## config.mk

```make
export PLATFORM = sky130hd
export DESIGN_NAME = mcpm_clock_power
export DESIGN_NICKNAME = d
export VERILOG_FILES = /design/src/mcpm_clock_power.v /design/src/mcpm_pulse_div.v
export VERILOG_INCLUDE_DIRS = /design/src /design/src/src
export SDC_FILE = /design/constraint.sdc
export NUM_CORES = 1
export LEC_CHECK = 0
export BUFFER_PORTS_ARGS = -buffer_cell sky130_fd_sc_hd__buf_2
export CAP_MARGIN = 20
export CORE_UTILIZATION = 46
export DETAILED_ROUTE_END_ITERATION = 16
export PLACE_DENSITY = 0.75
export SLEW_MARGIN = 20
export SYNTH_ARGS = -nofsm -noshare
export SYNTH_HDL_FRONTEND = slang
export SYNTH_SLANG_ARGS = --single-unit
```

## constraint.sdc

```tcl
create_clock -name i_ref_clk -period 2.4 [get_ports i_ref_clk]
set_input_delay 0.24 -clock i_ref_clk [delete_from_list [all_inputs] [get_ports i_ref_clk]]
set_output_delay 0.24 -clock i_ref_clk [all_outputs]
set_load 0.01 [all_outputs]
```

## src/mcpm_consts.vh

```
`ifndef MCPM_CONSTS_VH
`define MCPM_CONSTS_VH

// register word offsets (byte addresses on a 32-bit avalon word bus)
`define MCPM_ADDR_W 4
`define MCPM_OFF_CTRL 4'h0
`define MCPM_OFF_ECON 4'h4
`define MCPM_OFF_STATUS 4'h8
`define MCPM_OFF_WAKE 4'hc

// control register fields
`define MCPM_CTRL_IDLE_BIT 0
`define MCPM_CTRL_PD_BIT 1
`define MCPM_CTRL_GF0_BIT 2
`define MCPM_CTRL_GF1_BIT 3

// economy register fields
`define MCPM_ECON_EN_BIT 0
`define MCPM_ECON_SEL_LSB 1
`define MCPM_ECON_SEL_MSB 2
`define MCPM_ECON_T12_BIT 3
`define MCPM_ECON_SEL_DIV4 2'h0
`define MCPM_ECON_SEL_DIV64 2'h1
`define MCPM_ECON_SEL_DIV1024 2'h2

// divider figures
`define MCPM_CLK_PER_MCYC 4'h4
`define MCPM_CLK_PER_TCNT_FAST 4'h4
`define MCPM_CLK_PER_TCNT_SLOW 4'hc
`define MCPM_ECON_DIV4 11'h004
`define MCPM_ECON_DIV64 11'h040
`define MCPM_ECON_DIV1024 11'h400
`define MCPM_ONE4 4'h1
`define MCPM_ONE11 11'h001
`define MCPM_ZERO32 32'h00000000
`define MCPM_ZERO11 11'h000

// avalon response codes
`define MCPM_RESP_OKAY 2'h0
`define MCPM_RESP_SLVERR 2'h2

`endif

```

## src/mcpm_clock_power.v

```verilog
`timescale 1ns/1ps
`include "mcpm_consts.vh"

// Contract
// - machine cycle spans four internal clocks
// - economy divides internal rate by 4/64/1024
// - idle stops cpu, peripherals keep clocking
// - power-down stops every internal clock
// - timer count every 4 or 12 clocks
// - power-down bit enters power-down state
// - idle bit enters idle state
module mcpm_clock_power (
    input wire i_ref_clk,
    input wire i_reset,
    input wire [`MCPM_ADDR_W-1:0] i_avs_address,
    input wire i_avs_read,
    input wire i_avs_write,
    input wire [31:0] i_avs_writedata,
    input wire [3:0] i_avs_byteenable,
    input wire i_wake_irq,
    output reg [31:0] o_avs_readdata,
    output reg o_avs_waitrequest,
    output reg [1:0] o_avs_response,
    output reg o_cpu_clk_en,
    output reg o_periph_clk_en,
    output reg o_mcyc_strobe,
    output reg o_tcnt_strobe,
    output reg o_idle,
    output reg o_power_down
);
    localparam ST_RUN = 3'b001;
    localparam ST_IDLE = 3'b010;
    localparam ST_PD = 3'b100;

    reg [2:0] state;
    reg idle_request;
    reg power_down_request;
    reg [1:0] gen_flag;
    reg econ_en;
    reg [1:0] econ_sel;
    reg tcnt_slow;
    reg [10:0] econ_cnt;
    reg econ_tick;
    reg answered;
    reg [2:0] next_state;
    reg [10:0] econ_ratio;
    reg [31:0] next_readdata;
    reg [1:0] next_response;
    wire mcyc_raw;
    wire tcnt_raw;

    wire req = (i_avs_read | i_avs_write) & ~answered;
    // a write lands on the edge that sees waitrequest low, not before
    wire wr_en = i_avs_write & answered & i_avs_byteenable[0];
    wire sel_ctrl = (i_avs_address == `MCPM_OFF_CTRL);
    wire sel_econ = (i_avs_address == `MCPM_OFF_ECON);
    wire sel_status = (i_avs_address == `MCPM_OFF_STATUS);
    wire any_wake = i_wake_irq;
    wire clocks_on = (state != ST_PD);
    wire leaving = (state != ST_RUN) && (next_state == ST_RUN);

    always @* begin
        case (econ_sel)
            `MCPM_ECON_SEL_DIV64: econ_ratio = `MCPM_ECON_DIV64;
            `MCPM_ECON_SEL_DIV1024: econ_ratio = `MCPM_ECON_DIV1024;
            default: econ_ratio = `MCPM_ECON_DIV4;
        endcase
    end

    // economy prescaler feeding every internal rate
    always @(posedge i_ref_clk or posedge i_reset) begin
        if (i_reset) begin
            econ_cnt <= `MCPM_ZERO11;
            econ_tick <= 1'b0;
        end else if (!clocks_on) begin
            econ_tick <= 1'b0;
        end else if (!econ_en) begin
            econ_cnt <= `MCPM_ZERO11;
            econ_tick <= 1'b1;
        end else if (econ_cnt >= econ_ratio - `MCPM_ONE11) begin
            econ_cnt <= `MCPM_ZERO11;
            econ_tick <= 1'b1;
        end else begin
            econ_cnt <= econ_cnt + `MCPM_ONE11;
            econ_tick <= 1'b0;
        end
    end

    mcpm_pulse_div #(.W(4)) u_mcyc (
        .i_ref_clk(i_ref_clk),
        .i_reset(i_reset),
        .i_run(state == ST_RUN),
        .i_tick(econ_tick),
        .i_ratio(`MCPM_CLK_PER_MCYC),
        .o_strobe(mcyc_raw)
    );

    mcpm_pulse_div #(.W(4)) u_tcnt (
        .i_ref_clk(i_ref_clk),
        .i_reset(i_reset),
        .i_run(clocks_on),
        .i_tick(econ_tick),
        .i_ratio(tcnt_slow ? `MCPM_CLK_PER_TCNT_SLOW : `MCPM_CLK_PER_TCNT_FAST),
        .o_strobe(tcnt_raw)
    );

    // requests act from run; idle may still step on to power-down
    always @* begin
        next_state = state;
        case (state)
            ST_RUN: begin
                if (power_down_request)
                    next_state = ST_PD;
                else if (idle_request)
                    next_state = ST_IDLE;
            end
            ST_IDLE: begin
                if (any_wake)
                    next_state = ST_RUN;
                else if (power_down_request)
                    next_state = ST_PD;
            end
            ST_PD: begin
                if (any_wake)
                    next_state = ST_RUN;
            end
            default: next_state = ST_RUN;
        endcase
    end

    always @(posedge i_ref_clk or posedge i_reset) begin
        if (i_reset) begin
            state <= ST_RUN;
        end else begin
            state <= next_state;
        end
    end

    // a wake exit clears both requests and wins over a write in the same cycle
    always @(posedge i_ref_clk or posedge i_reset) begin
        if (i_reset) begin
            idle_request <= 1'b0;
            power_down_request <= 1'b0;
            gen_flag <= 2'h0;
        end else if (leaving) begin
            idle_request <= 1'b0;
            power_down_request <= 1'b0;
        end else if (wr_en && sel_ctrl) begin
            idle_request <= i_avs_writedata[`MCPM_CTRL_IDLE_BIT];
            power_down_request <= i_avs_writedata[`MCPM_CTRL_PD_BIT];
            gen_flag <= {i_avs_writedata[`MCPM_CTRL_GF1_BIT],
                         i_avs_writedata[`MCPM_CTRL_GF0_BIT]};
        end
    end

    always @(posedge i_ref_clk or posedge i_reset) begin
        if (i_reset) begin
            econ_en <= 1'b0;
            econ_sel <= `MCPM_ECON_SEL_DIV4;
            tcnt_slow <= 1'b0;
        end else if (wr_en && sel_econ) begin
            econ_en <= i_avs_writedata[`MCPM_ECON_EN_BIT];
            econ_sel <= i_avs_writedata[`MCPM_ECON_SEL_MSB:`MCPM_ECON_SEL_LSB];
            tcnt_slow <= i_avs_writedata[`MCPM_ECON_T12_BIT];
        end
    end

    // status is read only, so a write to it is refused like an unmapped one
    always @* begin
        next_readdata = `MCPM_ZERO32;
        next_response = `MCPM_RESP_OKAY;
        if (sel_ctrl) begin
            next_readdata = {28'h0000000, gen_flag, power_down_request, idle_request};
        end else if (sel_econ) begin
            next_readdata = {28'h0000000, tcnt_slow, econ_sel, econ_en};
        end else if (sel_status && !i_avs_write) begin
            next_readdata = {29'h00000000, state};
        end else begin
            next_response = `MCPM_RESP_SLVERR;
        end
    end

    // avalon slave: one wait cycle, answer stands for the second edge
    always @(posedge i_ref_clk or posedge i_reset) begin
        if (i_reset) begin
            answered <= 1'b0;
            o_avs_waitrequest <= 1'b1;
            o_avs_readdata <= `MCPM_ZERO32;
            o_avs_response <= `MCPM_RESP_OKAY;
        end else begin
            answered <= req;
            o_avs_waitrequest <= ~req;
            o_avs_readdata <= `MCPM_ZERO32;
            o_avs_response <= `MCPM_RESP_OKAY;
            if (req) begin
                o_avs_response <= next_response;
                if (i_avs_read)
                    o_avs_readdata <= next_readdata;
            end
        end
    end

    always @(posedge i_ref_clk or posedge i_reset) begin
        if (i_reset) begin
            o_cpu_clk_en <= 1'b0;
            o_periph_clk_en <= 1'b0;
            o_mcyc_strobe <= 1'b0;
            o_tcnt_strobe <= 1'b0;
            o_idle <= 1'b0;
            o_power_down <= 1'b0;
        end else begin
            o_cpu_clk_en <= (next_state == ST_RUN);
            o_periph_clk_en <= (next_state != ST_PD);
            // gated by the next state so a strobe in flight never outlasts the state
            o_mcyc_strobe <= mcyc_raw & (next_state == ST_RUN);
            o_tcnt_strobe <= tcnt_raw & (next_state != ST_PD);
            o_idle <= (next_state == ST_IDLE);
            o_power_down <= (next_state == ST_PD);
        end
    end
endmodule

```

## src/mcpm_pulse_div.v

```verilog
`timescale 1ns/1ps
`include "mcpm_consts.vh"

// emits one strobe every i_ratio enabled input strobes
module mcpm_pulse_div #(
    parameter W = 4
) (
    input wire i_ref_clk,
    input wire i_reset,
    input wire i_run,
    input wire i_tick,
    input wire [W-1:0] i_ratio,
    output reg o_strobe
);
    reg [W-1:0] count;
    wire last = (count >= i_ratio - {{(W-1){1'b0}}, 1'b1});

    always @(posedge i_ref_clk or posedge i_reset) begin
        if (i_reset) begin
            count <= {W{1'b0}};
            o_strobe <= 1'b0;
        end else if (!i_run) begin
            o_strobe <= 1'b0;
        end else if (i_tick) begin
            o_strobe <= last;
            count <= last ? {W{1'b0}} : count + {{(W-1){1'b0}}, 1'b1};
        end else begin
            o_strobe <= 1'b0;
        end
    end
endmodule

```

* Yosys cells after proc, flatten, opt, wreduce, memory -nomap -nowiden
Cells that the tools add are included.
Word-level totals: word-level logic and storage cells 95, bits of input ports 45, output and inout port bits 41, flip-flop bits (word level) 75
Cells by class: muxes and demuxes 32, reduce and logical (&&, ||, !) cells 10, $add $sub $neg 5, bitwise operators 9, magnitude comparators 3, eq/ne operators 13
Operator list (count):
- $mux 4 | 7
- $mux 11 | 2
- $pmux 11 s2 | 1
- $mux 3 | 6
- $add 11x1->11 const B | 1
- $ge 11x11->1 | 1
- $mux 1 | 11
- $sub 11x1->11 const B | 1
- $pmux 3 s3 | 1
- $add 4x1->4 const B | 2
- $mux 2 | 4
- $eq 3x1->1 const B | 2
- $eq 3x2->1 const B | 2
- $eq 3x3->1 const B | 2
- $ne 3x3->1 const B | 2
- $reduce_and 2->1 | 3
- $and 1x1->1 | 5
- $eq 4x3->1 const B | 1
- $eq 4x4->1 const B | 1
- $ge 4x2->1 const B | 1
- $ge 4x4->1 | 1
- $logic_and 1x1->1 | 4
- $logic_not 4->1 | 1
- $sub 4x1->4 const B | 1
- 7 further kinds | 9

* Logic depth before layout (Yosys ltp)
depth after elaboration 7, depth in mapped cells 10, mapped depth without buffers 9

* Modules after synthesis
A second synthesis with hierarchy kept.
Unflattened totals: cells, all modules 269, area, all modules 2688.8 µm²
By module, submodules not included:
- mcpm_clock_power | seq. area each 903.4 µm², cells an instance 193, area an instance 1963.1 µm², instances 1
- mcpm_pulse_div | seq. area each 125.1 µm², cells an instance 38, area an instance 362.8 µm², instances 2

* Worst setup path before layout
OpenSTA, ideal clock, no wires.
kind register -> register, start point reg econ_sel[0], end point reg econ_cnt[0], setup time 0.076 ns, path buffers 0, period minus slack after synthesis 1.932 ns, setup slack 0.468 ns, arrival 1.856 ns, cell stages (with the launch flop) 10, data required time 2.324 ns, path through dfrtp_1 > inv_1 > ha_1 > inv_1 > ha_1 > and3b_1 > o311ai_1 > a21oi_1 > or4_1 > o21ai_1
On the way: word-level cells in the longest chain between the ends 6, elaborated cells between the ends (all ways) 7, classes of those cells add/sub (1); order compare (1); eq/ne (2); mux (3)
RTL lines:
- start, declared | line mcpm_clock_power.v:40 | reg [1:0] econ_sel;
- start signal, assigned | line mcpm_clock_power.v:159 | econ_sel <= `MCPM_ECON_SEL_DIV4;
- start signal, assigned | line mcpm_clock_power.v:163 | econ_sel <= i_avs_writedata[`MCPM_ECON_SEL_MSB:`MCPM_ECON_SEL_LSB];
- $eq 2x2->1 or $eq 2x1->1 (tied branches) | line mcpm_clock_power.v:63 | case (econ_sel)
- $pmux 11 s2 * | line mcpm_clock_power.v:63
- $sub 11x1->11 (no line) *
- $ge 11x11->1 (no line) *
- $mux 11 * | line mcpm_clock_power.v:80 | end else if (econ_cnt >= econ_ratio - `MCPM_ONE11) begin
- $mux 11 * | line mcpm_clock_power.v:77 | end else if (!econ_en) begin
- end signal, assigned | line mcpm_clock_power.v:78 | econ_cnt <= `MCPM_ZERO11;
- end signal, assigned | line mcpm_clock_power.v:81 | econ_cnt <= `MCPM_ZERO11;
- end signal, assigned | line mcpm_clock_power.v:84 | econ_cnt <= econ_cnt + `MCPM_ONE11;
- end, declared | line mcpm_clock_power.v:42 | reg [10:0] econ_cnt;
Mark *: on every way between the ends. The rest lies on a longest branch, timed or not. A chain may end at the register's enable or synchronous reset.

* Worst setup path after layout
start point reg econ_sel[0], end point reg econ_cnt[8]
Same word-level chain as after synthesis.

==> results.yml <==
synth:
  synth_top_area_share_pct: 45.17
  yosys.area.top_type: "dfrtp_1"
  ys_seq_elements: 46
  synth_edf_count: 0
  yosysSeqAreaShare_pct: 47.33
  yosys_warnings: 0
  syn_inst: 232
  yosysMostFrequentCell: "dfrtp_1"
  syn_area_um2: 2437
  synth_cell_types: 48
  postSynth.asyncResetShare_pct: 100.0
  synth_ff_type: "dfrtp_1"
  avgSynthCellArea_um2: 10.51
  yosys-top-cells-area: "dfrtp_1 (45%), buf_4 (8.9%), ha_1 (5.1%)"
  synth_common_cells: "dfrtp_1 (44), buf_4 (29), nor2_1 (19), nand2_1 (16), inv_1 (11)"
cells_and_area:
  fin_area_um2: 2615
  drive_gt1_share_pct: 23.28
  nNetsFinal: 316
  area_delta_synth_final_pct: 7.290
  antenna_cells: 0
setup_path:
  crit_arrival_ps: 2370
  crit_slowest_cell: "dfrtp_1"
  path_class: "reg -> reg"
  crit_chain: "inv_1, ha_1, inv_1, ha_1, and3b_1, nand3_1, nor4b_4, o31a_1, buf_4, nor2_2"
  max_stage_delay_ps: 420
  end_kind: "flop"
  worst_ep_required_time_ps: 2590
  critPathLaunchType: "flop"
  cp_max_fo: 9
  r2r_cells: 10
job:
  drv_cap: 0
timing:
  drv_slew: 0
  setup_viol: 0
  rsz0062_at_grt: "no"
  finalHoldViolCount: 0
  hold_ws_ps: 142.8
  fin_crit_ps: 2180
  worst_pin_slew_ps: 924.0
  finClkSkew_ps: 5.942
  fin_tns_setup_ps: 0
  timing.fmax_mhz: 458.7
  slew_headroom_pct: 38.31
  timing.final.crit_share_pct: 90.84
global_routing:
  track_usage_pct: 15.32
  grtUsageMet3_pct: 2.008
  grt_pass1_wl_um: 6575
  grt_start_max_net_pins: 47
  gr-total-overflow: 0
  globalRouteMet1Util_pct: 19.26
  antenna_found_initial: 0
  grt_pass1_vias: 1552
  use_met2_pct: 25.73
  top_usage_layer: "met2"
clock_network:
  cts_tree: "built"
  post_cts_buffers: 0
  clk_pin_slew_ps: 80
  clock-sinks: 46
  cts-resized-gates: 0
  root_buffer: "clkbuf_8"
  cts_hold_buffers: 0
  cts_buffers: 5
  htree_levels: 2
  cts_buffer_depth: 2
  insertion_delay_ps: 300
die:
  core_area_um2: 5107
  initial_core_util_pct: 47.72
  die_area_um2: 5594
  rows: 26
  fp.dieH_um: 74.79
  num_io_pins: 86
  die_w_um: 74.79
routing:
  ant_nets: 0
  vias: 1605
  avgViaCountPerCell: 4.834
  wl_um: 4053
  drc_errors: 0
  dr.pass1.iters: 4
  wl_per_cell_um: 12.21
  drtIter0Drc: 74
placement:
  place.gp.congestion: 0.7636
  numPortBuffers: 25
  placed_cell_area_um2: 2525
  dp_hpwl_um: 2965
pwr:
  ir_drop_mv: 0.2760
  p_per_area_nw_per_um2: 759.9
  p_leak_nw: 1.252
min_path:
  hold_class: "in -> async"
run_status:
  status: "complete, no violations"
area by class of cell:
type | instances | area (µm²)
clock inverters | 3 | 21.27
flip-flops and latches | 46 | 1154
multi-input cells | 171 | 1110
inverters | 11 | 41.29
clock buffers | 5 | 68.82
fillers | 486 | 2492
repair buffers | 26 | 132.6
well taps | 70 | 87.58
path summary, 6_finish.rpt:
kind / startpoint / endpoint / slack, ps
max: econ_sel[0]$_DFFE_PP0P_ / econ_cnt[8]$_DFFE_PP0P_ / 220
min: i_reset / econ_cnt[3]$_DFFE_PP0P_ / 140
max reg2reg: econ_sel[0]$_DFFE_PP0P_ / econ_cnt[8]$_DFFE_PP0P_ / 220
min reg2reg: u_tcnt.o_strobe$_DFF_PP0_ / o_tcnt_strobe$_DFF_PP0_ / 460
max in group asynchronous: i_reset / o_avs_readdata[0]$_DFF_PP0_ / 1690
min in group i_ref_clk: i_avs_writedata[3] / gen_flag[1]$_DFFE_PP0P_ / 160
critical path, delay by kind of cell, from the launching register on:
family,cells,cell delay (ps)
AND/OR/NAND/NOR,4,690
flip-flops,1,420
buffers and inverters,3,360
adder cells (fa/ha/maj),2,440
AO/OA/AOI/OAI,1,160
cell usage in the layout (no fill, tap or decap), types with 3 or more instances in the layout:
cell type   n
nor3b_1     3
mux2_2      8
nor2_2      8
and2_1      5
buf_2      25
nand2b_1    3
nor2b_1     3
nand3_1     5
conb_1     29
mux2i_1     3
nand2_1    16
nor3_1      6
nor2_1     19
xnor2_1     3
a211oi_1    3
inv_1      10
a22oi_1     3
a21oi_1     5
xor2_1      4
clkbuf_8    5
ha_1       10
dfrtp_1    44
o21ai_0     8
state kept, by name, summed over array words and instances (netlist names), 2 cells and up:
signal	count
gen_flag	2
econ_cnt	11
state	3
econ_sel	2
u_tcnt.count	4
o_avs_readdata	4
u_mcyc.count	4
cell families after synthesis:
group	Yosys count	share of synthesized area, %
simple gates	81	18.58
flops	46	47.33
buf+inv	43	11.45
compound gates	31	8.984
mux	13	5.852
fa+ha+maj	10	5.133
xor+xnor	7	2.515
other cells	1	0.1539
per-layer routing:
layer  up-vias  part of all wire (%)
met5         -                     0
met2        47                    49
li1        788                     -
met1       761                    46
met4         0                   2.1
met3         9                   3.8
power by group:
group	switching, W	internal, W	total [W]
combinational	0.000300	0.000211	0.000512
sequential	0.0000902	0.000913	0.00100
clock	0.000267	0.000205	0.000472
through the flow:
step	worst slack, ps	power (W)	instances	util (%)
6_report	219.9	0.001987	332	51.20
5_1_grt	58.63	0.002117	332	51.20
4_1_cts	224.1	0.001998	332	51.20
3_5_place_dp	249.8	0.001533	324	49.44
3_3_place_gp	325.4	0.001512	324	49.44
2_1_floorplan	468.0	0.001426	260	-
Power figures use the tool's default switching activity.
